==> src/pcr_map.vh <==
// Constants for the configuration register space: offsets, fields, resets.
// Assumes inclusion by bare name from the design files of this block.
`ifndef PCR_MAP_VH
`define PCR_MAP_VH

// ****************************************
// Register offsets (byte addresses)
// ****************************************
`define PCR_OFF_IDENT 8'h00
`define PCR_OFF_CMDSTAT 8'h04
`define PCR_OFF_REVISION 8'h08
`define PCR_OFF_LATENCY 8'h0c
`define PCR_OFF_IO_BASE 8'h10
`define PCR_OFF_MEM_BASE 8'h14
`define PCR_OFF_SUBSYS 8'h2c
`define PCR_OFF_ROM_BASE 8'h30
`define PCR_OFF_CAP_PTR 8'h34
`define PCR_OFF_INT_SEL 8'h3c
`define PCR_OFF_PM_CAP 8'h40
`define PCR_OFF_PM_CSR 8'h44

// ****************************************
// Command/status field positions
// ****************************************
`define PCR_BIT_PAR_DET 31
`define PCR_BIT_SYS_ERR 30
`define PCR_BIT_MST_ABT 29
`define PCR_BIT_TGT_ABT_RX 28
`define PCR_BIT_TGT_ABT_TX 27
`define PCR_BIT_SEL_TIM_HI 26
`define PCR_BIT_SEL_TIM_LO 25
`define PCR_BIT_DATA_PAR 24
`define PCR_BIT_FBB_CAP 23
`define PCR_BIT_NEW_CAP 20
`define PCR_BIT_FBB_EN 9
`define PCR_BIT_SERR_EN 8
`define PCR_BIT_PERR_RSP 6
`define PCR_BIT_BM_EN 2
`define PCR_BIT_MEM_EN 1
`define PCR_BIT_IO_EN 0
`define PCR_SEL_TIM_MEDIUM 2'b01

// ****************************************
// Reset values and write masks
// ****************************************
`define PCR_RST_CMDSTAT 32'h02900000
`define PCR_RST_ZERO 32'h00000000
`define PCR_MASK_CMD 16'h0347
`define PCR_MASK_FULL 32'hffffffff

`endif

==> src/pcr_wreg.v <==
// One host-writable 32-bit configuration register with byte enables.
// Assumes write strobe, enables and data arrive on clk_in from the target logic.
`timescale 1ns/1ns
`default_nettype none

module pcr_wreg #(
    parameter [31:0] RESET_VAL = 32'h00000000,
    parameter [31:0] WR_MASK = 32'hffffffff
) (
    input wire clk_in,
    input wire srst_in,
    input wire ce_in,
    input wire we_in,
    input wire [3:0] be_in,
    input wire [31:0] wdata_in,
    output wire [31:0] q_out
);

    reg [31:0] val_q;

    assign q_out = val_q;

    // ****************************************
    // Per-byte update
    // ****************************************
    genvar b;
    generate
        for (b = 0; b < 4; b = b + 1) begin : g_byte
            always @(posedge clk_in) begin
                if (srst_in) begin
                    val_q[8*b+7:8*b] <= RESET_VAL[8*b+7:8*b];
                end else if (ce_in && we_in && be_in[b]) begin
                    val_q[8*b+7:8*b] <= (wdata_in[8*b+7:8*b] & WR_MASK[8*b+7:8*b]) |
                        (val_q[8*b+7:8*b] & ~WR_MASK[8*b+7:8*b]);
                end
            end
        end
    endgenerate

endmodule

`default_nettype wire

==> src/pcr_cfg_space.v <==
// Configuration register space of the network controller, on the bus clock.
// Assumes configuration reads and writes come from target logic on clk_in,
// one request at a time, and status events are one-cycle pulses on clk_in.
`timescale 1ns/1ns
`default_nettype none

`include "pcr_map.vh"

module pcr_cfg_space #(
    parameter [15:0] DEVICE_CODE = 16'h0a5a, // Arbitrary value
    parameter [15:0] VENDOR_CODE = 16'h1e5e, // Arbitrary value
    parameter [31:0] REVISION_VAL = 32'h02000001,
    parameter [31:0] LATENCY_VAL = 32'h00000000,
    parameter [31:0] SUBSYS_VAL = 32'h00000000, // Arbitrary value
    parameter [31:0] CAP_PTR_VAL = 32'h00000040,
    parameter [31:0] PM_CAP_VAL = 32'h00000001
) (
    input wire clk_in,
    input wire srst_in,
    input wire ce_in,
    input wire cfg_rd_in,
    input wire cfg_wr_in,
    input wire [7:0] cfg_addr_in,
    input wire [3:0] cfg_be_in,
    input wire [31:0] cfg_wdata_in,
    input wire par_det_in,
    input wire sys_err_in,
    input wire mst_abt_in,
    input wire tgt_abt_rx_in,
    input wire tgt_abt_tx_in,
    input wire data_par_in,
    input wire ncap_load_in,
    input wire ncap_value_in,
    output reg [31:0] cfg_rdata_out,
    output reg cfg_ack_out,
    output reg io_en_out,
    output reg mem_en_out,
    output reg bm_en_out,
    output reg perr_rsp_out,
    output reg serr_en_out,
    output reg fbb_en_out,
    output reg new_cap_en_out,
    output wire [31:0] io_base_out,
    output wire [31:0] mem_base_out,
    output wire [31:0] rom_base_out,
    output wire [31:0] int_sel_out,
    output wire [31:0] pm_csr_out
);

    // ****************************************
    // Address decode
    // ****************************************
    // Compare on the dword part only; byte lanes come from the enables
    function pcr_hit;
        input [7:0] addr;
        input [7:0] offs;
        begin
            pcr_hit = (addr[7:2] == offs[7:2]);
        end
    endfunction

    localparam NUM_WREG = 5;

    wire sel_cmdstat;
    wire [NUM_WREG-1:0] sel_wreg;
    wire [NUM_WREG-1:0] wreg_we;
    wire [32*NUM_WREG-1:0] wreg_q;
    wire cap_on;

    assign sel_cmdstat = pcr_hit(cfg_addr_in, `PCR_OFF_CMDSTAT);
    assign sel_wreg[0] = pcr_hit(cfg_addr_in, `PCR_OFF_IO_BASE);
    assign sel_wreg[1] = pcr_hit(cfg_addr_in, `PCR_OFF_MEM_BASE);
    assign sel_wreg[2] = pcr_hit(cfg_addr_in, `PCR_OFF_ROM_BASE);
    assign sel_wreg[3] = pcr_hit(cfg_addr_in, `PCR_OFF_INT_SEL);
    assign sel_wreg[4] = pcr_hit(cfg_addr_in, `PCR_OFF_PM_CSR);

    // ****************************************
    // Command/status storage
    // ****************************************
    reg par_det_q;
    reg sys_err_q;
    reg mst_abt_q;
    reg tgt_abt_rx_q;
    reg tgt_abt_tx_q;
    reg data_par_q;
    reg [15:0] cmd_q;
    reg new_cap_q;
    localparam [31:0] RST_CS = `PCR_RST_CMDSTAT;
    localparam [15:0] CMD_MASK = `PCR_MASK_CMD;
    wire wr_cs;
    wire clr_hi;
    wire [31:0] cs_word;

    assign wr_cs = cfg_wr_in && sel_cmdstat;
    assign cap_on = new_cap_q;

    // Status clear only where the top byte lane is enabled
    assign clr_hi = wr_cs && cfg_be_in[3];

    // Only srst_in resets this state; no soft reset input exists
    always @(posedge clk_in) begin
        if (srst_in) begin
            par_det_q <= RST_CS[`PCR_BIT_PAR_DET];
            sys_err_q <= RST_CS[`PCR_BIT_SYS_ERR];
            mst_abt_q <= RST_CS[`PCR_BIT_MST_ABT];
            tgt_abt_rx_q <= RST_CS[`PCR_BIT_TGT_ABT_RX];
            tgt_abt_tx_q <= RST_CS[`PCR_BIT_TGT_ABT_TX];
            data_par_q <= RST_CS[`PCR_BIT_DATA_PAR];
            cmd_q <= RST_CS[15:0];
            new_cap_q <= RST_CS[`PCR_BIT_NEW_CAP];
        end else if (ce_in) begin
            // Event in the clearing cycle still sets the flag
            par_det_q <= par_det_in |
                (par_det_q & ~(clr_hi & cfg_wdata_in[`PCR_BIT_PAR_DET]));
            sys_err_q <= sys_err_in |
                (sys_err_q & ~(clr_hi & cfg_wdata_in[`PCR_BIT_SYS_ERR]));
            mst_abt_q <= mst_abt_in |
                (mst_abt_q & ~(clr_hi & cfg_wdata_in[`PCR_BIT_MST_ABT]));
            tgt_abt_rx_q <= tgt_abt_rx_in |
                (tgt_abt_rx_q & ~(clr_hi & cfg_wdata_in[`PCR_BIT_TGT_ABT_RX]));
            tgt_abt_tx_q <= tgt_abt_tx_in |
                (tgt_abt_tx_q & ~(clr_hi & cfg_wdata_in[`PCR_BIT_TGT_ABT_TX]));
            data_par_q <= data_par_in |
                (data_par_q & ~(clr_hi & cfg_wdata_in[`PCR_BIT_DATA_PAR]));
            // Lower half: command fields, per byte lane
            if (wr_cs && cfg_be_in[0]) begin
                cmd_q[7:0] <= cfg_wdata_in[7:0] & CMD_MASK[7:0];
            end
            if (wr_cs && cfg_be_in[1]) begin
                cmd_q[15:8] <= cfg_wdata_in[15:8] & CMD_MASK[15:8];
            end
            // Capability enable comes from the configuration loader
            if (ncap_load_in) begin
                new_cap_q <= ncap_value_in;
            end
        end
    end

    // Fixed fields: select timing, fast back-to-back capable
    assign cs_word = {par_det_q, sys_err_q, mst_abt_q, tgt_abt_rx_q, tgt_abt_tx_q,
        `PCR_SEL_TIM_MEDIUM, data_par_q, 1'b1, 2'b00, new_cap_q, 4'h0,
        cmd_q};

    // ****************************************
    // Host-writable registers
    // ****************************************
    // Power control/status is frozen while capabilities are disabled
    assign wreg_we[3:0] = {4{cfg_wr_in}} & sel_wreg[3:0];
    assign wreg_we[4] = cfg_wr_in && sel_wreg[4] && cap_on;

    genvar r;
    generate
        for (r = 0; r < NUM_WREG; r = r + 1) begin : g_wreg
            pcr_wreg #(
                .RESET_VAL(`PCR_RST_ZERO),
                .WR_MASK(`PCR_MASK_FULL)
            ) u_wreg (
                .clk_in(clk_in),
                .srst_in(srst_in),
                .ce_in(ce_in),
                .we_in(wreg_we[r]),
                .be_in(cfg_be_in),
                .wdata_in(cfg_wdata_in),
                .q_out(wreg_q[32*r+31:32*r])
            );
        end
    endgenerate

    assign io_base_out = wreg_q[31:0];
    assign mem_base_out = wreg_q[63:32];
    assign rom_base_out = wreg_q[95:64];
    assign int_sel_out = wreg_q[127:96];
    assign pm_csr_out = wreg_q[159:128];

    // ****************************************
    // Read multiplexer
    // ****************************************
    reg [31:0] rd_mux;

    // Reserved and unmapped dwords fall to the default and read zero
    always @* begin
        rd_mux = 32'h00000000;
        case ({2'b00, cfg_addr_in[7:2]})
            `PCR_OFF_IDENT >> 2: begin
                rd_mux = {DEVICE_CODE, VENDOR_CODE};
            end
            `PCR_OFF_CMDSTAT >> 2: begin
                rd_mux = cs_word;
            end
            `PCR_OFF_REVISION >> 2: begin
                rd_mux = REVISION_VAL;
            end
            `PCR_OFF_LATENCY >> 2: begin
                rd_mux = LATENCY_VAL;
            end
            `PCR_OFF_IO_BASE >> 2: begin
                rd_mux = wreg_q[31:0];
            end
            `PCR_OFF_MEM_BASE >> 2: begin
                rd_mux = wreg_q[63:32];
            end
            `PCR_OFF_SUBSYS >> 2: begin
                rd_mux = SUBSYS_VAL;
            end
            `PCR_OFF_ROM_BASE >> 2: begin
                rd_mux = wreg_q[95:64];
            end
            `PCR_OFF_CAP_PTR >> 2: begin
                rd_mux = cap_on ? CAP_PTR_VAL : 32'h00000000;
            end
            `PCR_OFF_INT_SEL >> 2: begin
                rd_mux = wreg_q[127:96];
            end
            `PCR_OFF_PM_CAP >> 2: begin
                rd_mux = cap_on ? PM_CAP_VAL : 32'h00000000;
            end
            `PCR_OFF_PM_CSR >> 2: begin
                rd_mux = cap_on ? wreg_q[159:128] : 32'h00000000;
            end
            default: begin
                rd_mux = 32'h00000000;
            end
        endcase
    end

    // ****************************************
    // Access answer
    // ****************************************
    // Every read or write taken with ce_in high is acknowledged one cycle later; writes read zero
    always @(posedge clk_in) begin
        if (srst_in) begin
            cfg_rdata_out <= 32'h00000000;
            cfg_ack_out <= 1'b0;
        end else if (ce_in) begin
            cfg_ack_out <= cfg_rd_in | cfg_wr_in;
            if (cfg_rd_in) begin
                cfg_rdata_out <= rd_mux;
            end else begin
                cfg_rdata_out <= 32'h00000000;
            end
        end
    end

    // ****************************************
    // Command outputs
    // ****************************************
    always @(posedge clk_in) begin
        if (srst_in) begin
            io_en_out <= 1'b0;
            mem_en_out <= 1'b0;
            bm_en_out <= 1'b0;
            perr_rsp_out <= 1'b0;
            serr_en_out <= 1'b0;
            fbb_en_out <= 1'b0;
            new_cap_en_out <= 1'b0;
        end else if (ce_in) begin
            io_en_out <= cmd_q[`PCR_BIT_IO_EN];
            mem_en_out <= cmd_q[`PCR_BIT_MEM_EN];
            bm_en_out <= cmd_q[`PCR_BIT_BM_EN];
            perr_rsp_out <= cmd_q[`PCR_BIT_PERR_RSP];
            serr_en_out <= cmd_q[`PCR_BIT_SERR_EN];
            fbb_en_out <= cmd_q[`PCR_BIT_FBB_EN];
            new_cap_en_out <= new_cap_q;
        end
    end

endmodule

`default_nettype wire

==> config.mk <==
export PLATFORM = sky130hd
export DESIGN_NAME = pcr_cfg_space
export DESIGN_NICKNAME = d
export VERILOG_FILES = /design/src/pcr_wreg.v /design/src/pcr_cfg_space.v
export VERILOG_INCLUDE_DIRS = /design/src
export SDC_FILE = /design/constraint.sdc
export NUM_CORES = 1
export LEC_CHECK = 0
export BUFFER_PORTS_ARGS = -buffer_cell sky130_fd_sc_hd__buf_2
export CORE_AREA = 2 2 140 128
export DETAILED_ROUTE_END_ITERATION = 8
export DIE_AREA = 0 0 142 130
export PLACE_DENSITY_LB_ADDON = 0.25
export SETUP_SLACK_MARGIN = 0.02
export SLEW_MARGIN = 20
export SYNTH_ARGS = -nofsm -noshare
export SYNTH_HDL_FRONTEND = slang
export SYNTH_SLANG_ARGS = --single-unit
==> constraint.sdc <==
create_clock -name clk_in -period 3.55 [get_ports clk_in]
set_input_delay 0.71 -clock clk_in [delete_from_list [all_inputs] [get_ports clk_in]]
set_output_delay 0.71 -clock clk_in [all_outputs]
set_load 0.05 [all_outputs]
# ---- Word level (Yosys, flattened, before mapping)
# Index checks and enable logic that the tools add are counted.
dict set report word_totals {
  elab_cells 113
  register_bits 213
  out_inout_bits 200
  inputBits 57
}
dict set report classes {
  n_reduce_logical 35
  n_mux 5
  eq_ne 9
  n_bitwise 26
}
# op n
set op_table {}
lappend op_table {{32-bit one-hot mux with 10 select lines} 1}
lappend op_table {{32-bit two-way mux} 2}
lappend op_table {{1-bit logical AND} 31}
lappend op_table {{6-bit by 4-bit equality test with 1-bit output (second input constant)} 3}
lappend op_table {{1-bit bitwise AND} 12}
lappend op_table {{6-bit by 3-bit equality test with 1-bit output (second input constant)} 2}
lappend op_table {{6-bit by 5-bit equality test with 1-bit output (second input constant)} 2}
lappend op_table {{7-bit two-way mux} 1}
lappend op_table {{1-bit OR} 7}
lappend op_table {{6-bit by 1-bit equality test with 1-bit output (second input constant)} 1}
lappend op_table {{6-bit by 2-bit equality test with 1-bit output (second input constant)} 1}
lappend op_table {{6-bit zero test} 1}
lappend op_table {{1-bit NOT} 6}
lappend op_table {{2-bit AND reduction} 3}
lappend op_table {{4-bit bitwise AND} 1}
lappend op_table {{1-bit two-way mux} 1}

# ---- Depth between registers and ports, before layout
# Gate-level depths: netlist of run 1.
dict set report logic_depth {
  word_depth 7
  depth_mapped 9
  depth_no_buf 4
}

# ---- By module
# A second synthesis of run 1 with hierarchy kept.
dict set report hier_totals {
  hier_cells 1108
  hier_area_um2 10860.4
}
# mod cells_each area_each_um2 seq_area_each_um2 n_inst
set by_module_without_submodules {}
lappend by_module_without_submodules {pcr_wreg 143 1527.7 640.6 5}
lappend by_module_without_submodules {pcr_cfg_space 393 3221.8 1061.0 1}

# ---- Worst setup path before layout of run 1
# Ideal clock, no wire load.
dict set report synth_timing {
  kind {input-to-reg}
  startpoint {input port cfg_addr_in[2]}
  endpoint {register cfg_rdata_out[27]}
  stages 8
  n_path_buf 4
  t_required_ps 3415
  arrival_time_ps 1943
  setup_slack_ps 1472
  setup_ps 135
  cell_sequence {buf_2 nor2b_1 clkbuf_1 and2_1 buf_2 buf_4 a221oi_1 a32oi_1}
}
dict set report synth_between {
  elab_chain_cells 3
  elab_cells_between_ends 12
  cone_classes {9 x eq/ne; 2 x mux; 1 x reduce/logical}
}
# item line_no
set synth_rtl {}
lappend synth_rtl {{start: declaration} pcr_cfg_space.v:23} ;# input wire [7:0] cfg_addr_in,
lappend synth_rtl {{6-bit by 5-bit equality test with 1-bit output (tied with other cells)} pcr_cfg_space.v:183} ;# case ({2'b00, cfg_addr_in[7:2]})
lappend synth_rtl {{32-bit one-hot mux with 10 select lines (*)} pcr_cfg_space.v:183}
lappend synth_rtl {{32-bit two-way mux (*)} pcr_cfg_space.v:236} ;# if (cfg_rd_in) begin
lappend synth_rtl {{end signal: assignment} pcr_cfg_space.v:237} ;# cfg_rdata_out <= rd_mux;
lappend synth_rtl {{end: declaration} pcr_cfg_space.v:34} ;# output reg [31:0] cfg_rdata_out,
# Mark *: on every way between the ends. The rest lies on a longest branch, timed or not.
# A chain may end at the register's enable or synchronous reset.

# ---- Worst setup path in the final report of run 1
dict set report layout_timing {
  startpoint {input port cfg_addr_in[5]}
  endpoint {register g_wreg[3].u_wreg.val_q[20]}
}
dict set report layout_between {
  elab_chain_cells 4
}
# item line_no
set layout_rtl {}
lappend layout_rtl {{6-bit by 4-bit equality test with 1-bit output} pcr_cfg_space.v:58} ;# pcr_hit = (addr[7:2] == offs[7:2]);
lappend layout_rtl {{4-bit bitwise AND} pcr_cfg_space.v:148} ;# assign wreg_we[3:0] = {4{cfg_wr_in}} & sel_wreg[3:0];
lappend layout_rtl {{1-bit logical AND (2 in a row)} pcr_wreg.v:32} ;# end else if (ce_in && we_in && be_in[b]) begin
lappend layout_rtl {{end signal: indexed assignment} pcr_wreg.v:31} ;# val_q[8*b+7:8*b] <= RESET_VAL[8*b+7:8*b];
lappend layout_rtl {{end signal: indexed assignment} pcr_wreg.v:33} ;# val_q[8*b+7:8*b] <= (wdata_in[8*b+7:8*b] & WR_MASK[8*b+7:8*b]) |
lappend layout_rtl {{end: declaration} pcr_wreg.v:19} ;# reg [31:0] val_q;
# No other way between the ends.

==> results of run 1 <==
## worst min-delay path: cells and delay by family
kind                   cells  cell delay [ns]
buffers and inverters      1             0.09
AND/OR/NAND/NOR            1             0.05
AO/OA/AOI/OAI              1             0.05
## metrics by stage
step | worst slack [ns] | instances | cell area, µm²
floorplan | 1.47 | 1042 | 9190
global route | 1.03 | 1493 | 11300
detailed placement | 0.664 | 1451 | 10600
finish | 1.13 | 1494 | 11300
global placement | 0.708 | 1451 | 10600
CTS | 1.18 | 1492 | 11300
## cell usage after synthesis, types with 2 or more instances
master | n | area (µm²)
a22o_1 | 11 | 96.3
a21oi_2 | 2 | 17.5
inv_1 | 10 | 37.5
mux2i_1 | 92 | 921
a22oi_1 | 6 | 45.0
nand3_1 | 120 | 601
a32oi_1 | 15 | 131
nor2b_1 | 2 | 12.5
a2111oi_0 | 9 | 78.8
nand4_1 | 9 | 56.3
nor4b_2 | 2 | 30.0
and2_1 | 6 | 37.5
a21oi_1 | 91 | 455
nand3_4 | 2 | 35.0
nand2b_1 | 3 | 18.8
a32o_1 | 2 | 20.0
nor2_1 | 94 | 353
a221oi_1 | 23 | 201
and3_1 | 46 | 288
or4_1 | 3 | 22.5
o21ai_0 | 13 | 65.1
buf_6 | 3 | 33.8
buf_2 | 32 | 160
nand3_2 | 7 | 70.1
a222oi_1 | 17 | 170
mux2_2 | 2 | 22.5
buf_4 | 14 | 105
nor3b_1 | 6 | 45.0
nand2_1 | 128 | 480
clkbuf_1 | 43 | 161
dfxtp_1 | 213 | 4260
## power breakdown
group          total (mW)  internal [mW]  switching (mW)
clock network        2.32           1.34           0.976
registers            2.41           2.40         0.00583
logic               0.272         0.0676           0.204
total                5.00           3.81            1.19
## cell type report
cell class | instances | area (µm²) | share of cell area, %
Multi-Input combinational cell | 726 | 4460 | 39.5
Sequential cell | 213 | 4260 | 37.7
Timing Repair Buffer | 286 | 1530 | 13.5
Clock buffer | 36 | 694 | 6.15
Tap cell | 216 | 270 | 2.39
Inverter | 10 | 37.5 | 0.332
Clock inverter | 5 | 32.5 | 0.288
Antenna cell | 2 | 5.00 | 0.0443
## worst max-delay path by stage
stage / startpoint / endpoint / slack (ns) / cells after the start
after floorplan: cfg_addr_in[2] / cfg_rdata_out[27] / 1.47 / 8
after global placement: cfg_addr_in[2] / g_wreg[4].u_wreg.q_out[16] / 0.71 / 6
after detailed placement: cfg_addr_in[5] / g_wreg[3].u_wreg.q_out[20] / 0.66 / 5
after CTS: cfg_addr_in[5] / g_wreg[3].u_wreg.q_out[20] / 1.18 / 5
final: cfg_addr_in[5] / g_wreg[3].u_wreg.q_out[20] / 1.13 / 5
after global routing: cfg_addr_in[2] / g_wreg[4].u_wreg.q_out[5] / 1.03 / 6
## cells in the final DEF, fill, tap and decap left out, types with 4 or more instances in the layout
master / netlist / layout
clkbuf_8: 0 / 7
nand3_1: 120 / 120
nand4_1: 9 / 9
and3_1: 46 / 46
a22oi_1: 6 / 6
a222oi_1: 17 / 17
nor3b_1: 6 / 6
buf_4: 14 / 31
a221oi_1: 23 / 23
inv_1: 10 / 10
and2_1: 6 / 4
nor2_1: 94 / 91
nand3_2: 7 / 7
a22o_1: 11 / 11
a2111oi_0: 9 / 9
a32oi_1: 15 / 15
clkbuf_16: 0 / 23
mux2i_1: 92 / 92
buf_2: 32 / 253
nand2_1: 128 / 128
clkbuf_1: 43 / 6
a21oi_1: 91 / 91
dfxtp_1: 213 / 213
o21ai_0: 13 / 13
## logic make-up after synthesis
group           after synthesis  synth area share, %
simple gates                437                 23.1
mux                          94                 10.3
flops                       213                 46.4
compound gates              195                 14.7
buf+inv                     103                 5.47
## routing by layer
metal	up-vias	global-route usage, %
met4	0	10.8
met5	-	0
met3	68	4.88
met1	4399	44.7
met2	543	51.4
li1	4198	-
==> results.sh, run 1 <==
export IMPL_routed_wl_met2_um=14500
export IMPL_critPathLaunchType="primary input"
export IMPL_reg2reg_to="g_wreg[4].u_wreg.q_out[19]"
export IMPL_slowest_delay_ns=0.76
export IMPL_drt_wirelength_per_cell_um=21.0
export IMPL_cts_resized=0
export IMPL_drtAntennaViolNets=0
export IMPL_antenna_found_initial=1
export IMPL_grt_max_degree=86
export IMPL_path_clk_slew_ns=0.06
export IMPL_gr_total_overflow=0
export IMPL_ioPinCount=257
export IMPL_post_cts_buffers=0
export IMPL_coreArea_mm2=0.0172
export IMPL_cts_tree="built"
export IMPL_slew_headroom_pct=25.0
export IMPL_hold_end="tgt_abt_rx_q"
export IMPL_hold_viol=0
export IMPL_hold_depth=3
export IMPL_drc=0
export IMPL_yosys_most_used_dff="dfxtp_1"
export IMPL_initial_core_util_pct=53.4
export IMPL_reg2reg_from="cap_on"
export IMPL_routed_top_layer="met4"
export IMPL_fin_crit_ns=2.42
export IMPL_skew_ns=0.0105
export IMPL_path_max_fanout=25
export IMPL_holdWs_ns=0.458
export IMPL_worstPathRequired_ns=3.90
export IMPL_dr_pass1_iters=8
export IMPL_gp_congestion=0.833
export IMPL_crit_buf_inv=1
export IMPL_wl_um=31300
export IMPL_port_buffers=254
export IMPL_worstMarginPinSlew_ns=1.13
export IMPL_setup_viol=0
export IMPL_timing_final_crit_share_pct=68.3
export IMPL_vias_per_cell=6.16
export IMPL_area_delta_synth_final_pct=22.9
export IMPL_rows=46
export IMPL_max_freq_ghz=0.412
export IMPL_seq_area_frac_synth_pct=46.4
export IMPL_fillers=1474
export IMPL_cts_htree_levels=1
export IMPL_ys_ff_latch=213
export IMPL_cts_root_buf="clkbuf_16"
export IMPL_critPathCaptureType="flop"
export IMPL_slowest_stage="and4bb_2"
export IMPL_p_per_area_mw_per_mm2=442
export IMPL_clock_latency_ns=0.51
export IMPL_synth_warnings=0
export IMPL_synth_area_mm2=0.00919
export IMPL_fin_util_pct=65.6
export IMPL_hp_class="primary input to flop"
export IMPL_total_power_mw=5.00
export IMPL_grt_pass1_wl_um=46400
export IMPL_status="finished clean"
export IMPL_die_area_mm2=0.0185
export IMPL_worstHoldStart="tgt_abt_rx_in"
export IMPL_drt_iter0_drc=934
export IMPL_cap_violations=0
export IMPL_arrival_ns=2.78
export IMPL_p_leak_nw=4.82
export IMPL_rsz0062_at_grt="no"
export IMPL_async_flop_share_pct=0
export IMPL_drive_gt1_share_pct=27.4
export IMPL_ctsHoldBuffers=0
export IMPL_critical_path_top_delay_family="simple AND/OR/NAND/NOR gates"
export IMPL_maxSlewViolCount=0
export IMPL_vias=9208
export IMPL_synth_edf_count=0
export IMPL_r2r_setup_slack_ns=1.57
export IMPL_fin_tns_setup_ns=0
export IMPL_avgSynthCellArea_um2=8.82
export IMPL_clockBufferDepth=3
export IMPL_cts_inserted_buffers=23
export IMPL_grt_pass1_vias=8139
export IMPL_reg2reg_depth=5
export IMPL_routed_wl_met3_um=3090
export IMPL_die_y_um=130
export IMPL_m1WireLength_um=12800
export IMPL_die_w_um=142
export IMPL_track_usage_pct=32.1
export IMPL_clock_sinks=213
export IMPL_nets=1317
export IMPL_vdd_drop_max_mv=0.303
export IMPL_synthDistinctLibCells=47
export IMPL_crit_chain="buf_2, and4bb_2, and3_1, mux2i_1, nor2_1"
export IMPL_synthesis_nets=1099
export IMPL_netlist_instances=1042
export IMPL_critical_path_class="primary input to flop"
export IMPL_largest_register_ff_count=160
export IMPL_dpl_hpwl_um=20700
Power figures use the tool's default switching activity.
==> inputs of run 2 (changes only) <==
Settings changed: CORE_AREA 2 2 140 128 to 2 2 151 138, DIE_AREA 0 0 142 130 to 0 0 153 140.
Clock period 3.55 ns to 2 ns, I/O delays scaled along.
==> run 2 against run 1 <==
Compared with the run above: die area increased by 16%; critical path depth increased by 1; sequential cell count unchanged; first-iteration DRC count decreased by 3.2%; design area increased by 7.2%; combinational power increased by 100%; wire length increased by 4.1%; core utilization decreased by 4.5 points; sequential share of layout area decreased by 2.5 points.
==> results.sh, run 2 (synthesized netlist as in run 1, its figures left out) <==
export IMPL_status="finished clean"
export IMPL_slowest_stage="dfxtp_1"
export IMPL_hold_viol=0
export IMPL_critical_path_top_delay_family="simple AND/OR/NAND/NOR gates"
export IMPL_track_usage_pct=28.9
export IMPL_drt_wirelength_per_cell_um=20.3
export IMPL_reg2reg_to="cfg_rdata_out[6]"
export IMPL_timing_final_crit_share_pct=89.4
export IMPL_combinationalPowerShare_pct=5.9
export IMPL_grt_pass1_vias=8503
export IMPL_cts_resized=0
export IMPL_cp_num_cells=6
export IMPL_cap_violations=0
export IMPL_ctsHoldBuffers=0
export IMPL_hold_end="mst_abt_q"
export IMPL_slowest_delay_ns=0.35
export IMPL_cts_tree="built"
export IMPL_setup_viol=0
export IMPL_reg2reg_from="cap_on"
export IMPL_max_freq_ghz=0.560
export IMPL_holdWs_ns=0.129
export IMPL_drive_gt1_share_pct=31.4
export IMPL_fin_crit_ns=1.79
export IMPL_antenna_found_initial=1
export IMPL_maxSlewViolCount=0
export IMPL_grt_max_degree=113
export IMPL_p_per_area_mw_per_mm2=759
export IMPL_area_delta_synth_final_pct=31.8
export IMPL_path_max_fanout=10
export IMPL_crit_top_cell="buf_4"
export IMPL_die_area_mm2=0.0214
export IMPL_largest_register_ff_count=160
export IMPL_nets=1389
export IMPL_critPathLaunchType="flop"
export IMPL_final_common_cell="buf_2"
export IMPL_grt_pass1_wl_um=49700
export IMPL_vias_per_cell=5.85
export IMPL_stdcell_area_mm2=0.0121
export IMPL_clockBufferDepth=3
export IMPL_initial_core_util_pct=46.4
export IMPL_r2r_setup_slack_ns=0.21
export IMPL_p_switching_mw=2.15
export IMPL_slew_headroom_pct=44.1
export IMPL_sw_frac_of_total_pct=23.4
export IMPL_clock_sinks=213
export IMPL_fillers=1777
export IMPL_reg2reg_depth=6
export IMPL_critPathCaptureType="flop"
export IMPL_coreArea_mm2=0.0198
export IMPL_ioPinCount=257
export IMPL_diodes=0
export IMPL_drc=0
export IMPL_die_w_um=153
export IMPL_drtAntennaViolNets=0
export IMPL_cts_inserted_buffers=23
export IMPL_worstPathRequired_ns=2.43
export IMPL_dr_pass1_iters=8
export IMPL_dpl_cell_area_mm2=0.0113
export IMPL_worstMarginPinSlew_ns=0.839
export IMPL_arrival_ns=2.21
export IMPL_p_leak_nw=5.24
export IMPL_critical_path_class="flop to flop"
export IMPL_hp_class="primary input to flop"
export IMPL_drt_iter0_drc=904
export IMPL_rsz0062_at_grt="no"
export IMPL_skew_ns=0.0122
export IMPL_rows=49
export IMPL_gp_congestion=0.887
export IMPL_gr_total_overflow=0
export IMPL_vias=9381
export IMPL_wl_um=32600
export IMPL_port_buffers=254
export IMPL_die_y_um=140
export IMPL_cts_root_buf="clkbuf_16"
export IMPL_power_internal_mw=7.04
export IMPL_p_seq_share_pct=46.4
export IMPL_clock_latency_ns=0.52
export IMPL_hold_depth=3
export IMPL_path_clk_slew_ns=0.06
export IMPL_worstHoldStart="mst_abt_in"
export IMPL_clkPwrFrac_pct=47.6
export IMPL_crit_chain="nor4b_4, buf_4, and2_1, buf_4, a22oi_1, a221oi_2"
export IMPL_cts_htree_levels=1
export IMPL_vdd_drop_max_mv=0.497
export IMPL_post_cts_buffers=0
export IMPL_crit_buf_inv=2
export IMPL_final_cell_mix="253 x buf_2, 213 x dfxtp_1, 128 x nand2_1, 120 x nand3_1, 92 x mux2i_1"
export IMPL_dpl_hpwl_um=23300
[run 2: worst min-delay path: cells and delay by family]
kind	cells	cell delay (ns)
buf+inv	1	0.09
compound gates	1	0.05
simple gates	1	0.05
[run 2: how the worst max path moves through the flow]
stage | end | slack, ns | from
after floorplan | cfg_rdata_out[27] | 0.23 | cfg_addr_in[2]
after global placement | g_wreg[1].u_wreg.q_out[16] | -0.08 | cfg_addr_in[5]
after detailed placement | cfg_rdata_out[6] | -0.12 | cfg_addr_in[5]
after CTS | cfg_rdata_out[6] | 0.20 | cap_on
after global routing | g_wreg[4].u_wreg.q_out[10] | 0.13 | cap_on
final | cfg_rdata_out[6] | 0.21 | cap_on
[run 2: cell type report]
type | instances | area [µm²] | share of cell area (%)
flip-flops and latches | 213 | 4260 | 35.2
multi-input cells | 726 | 4460 | 36.9
well taps | 255 | 319 | 2.64
repair buffers | 358 | 2250 | 18.5
inverters | 10 | 37.5 | 0.310
clock inverters | 8 | 103 | 0.847
clock buffers | 34 | 677 | 5.59
[run 2: stage by stage]
stage | cells | setup slack, ns | util, % | power (mW) | setup TNS [ns]
6_report | 1604 | 0.213 | 61.1 | 9.19 | 0
5_1_grt | 1604 | 0.127 | 61.1 | 9.44 | 0
4_1_cts | 1604 | 0.199 | 61.1 | 9.22 | 0
3_5_place_dp | 1562 | -0.119 | 57.2 | 4.90 | -1.59
3_3_place_gp | 1562 | -0.0843 | 57.2 | 4.89 | -0.807
2_1_floorplan | 1042 | 0.232 | - | 4.62 | 0
[run 2: power by group through the flow]
| stage | clock network [mW] | logic (mW) | registers (mW) |
|---|---|---|---|
| CTS | 4.41 | 0.535 | 4.27 |
| global placement | 0 | 0.531 | 4.36 |
| floorplan | 0 | 0.229 | 4.39 |
| global route | 4.59 | 0.578 | 4.27 |
| detailed placement | 0 | 0.533 | 4.36 |
| finish | 4.38 | 0.546 | 4.27 |
[run 2: metal layers]
layer,part of all wire (%),vias up,wire (µm),global-route usage [%]
met1,43,4438,14100,40.8
met3,9.1,65,2980,5.82
li1,-,4352,-,-
met4,2.8,2,907,8.43
met5,0.049,-,16,0
met2,45,524,14600,45.1
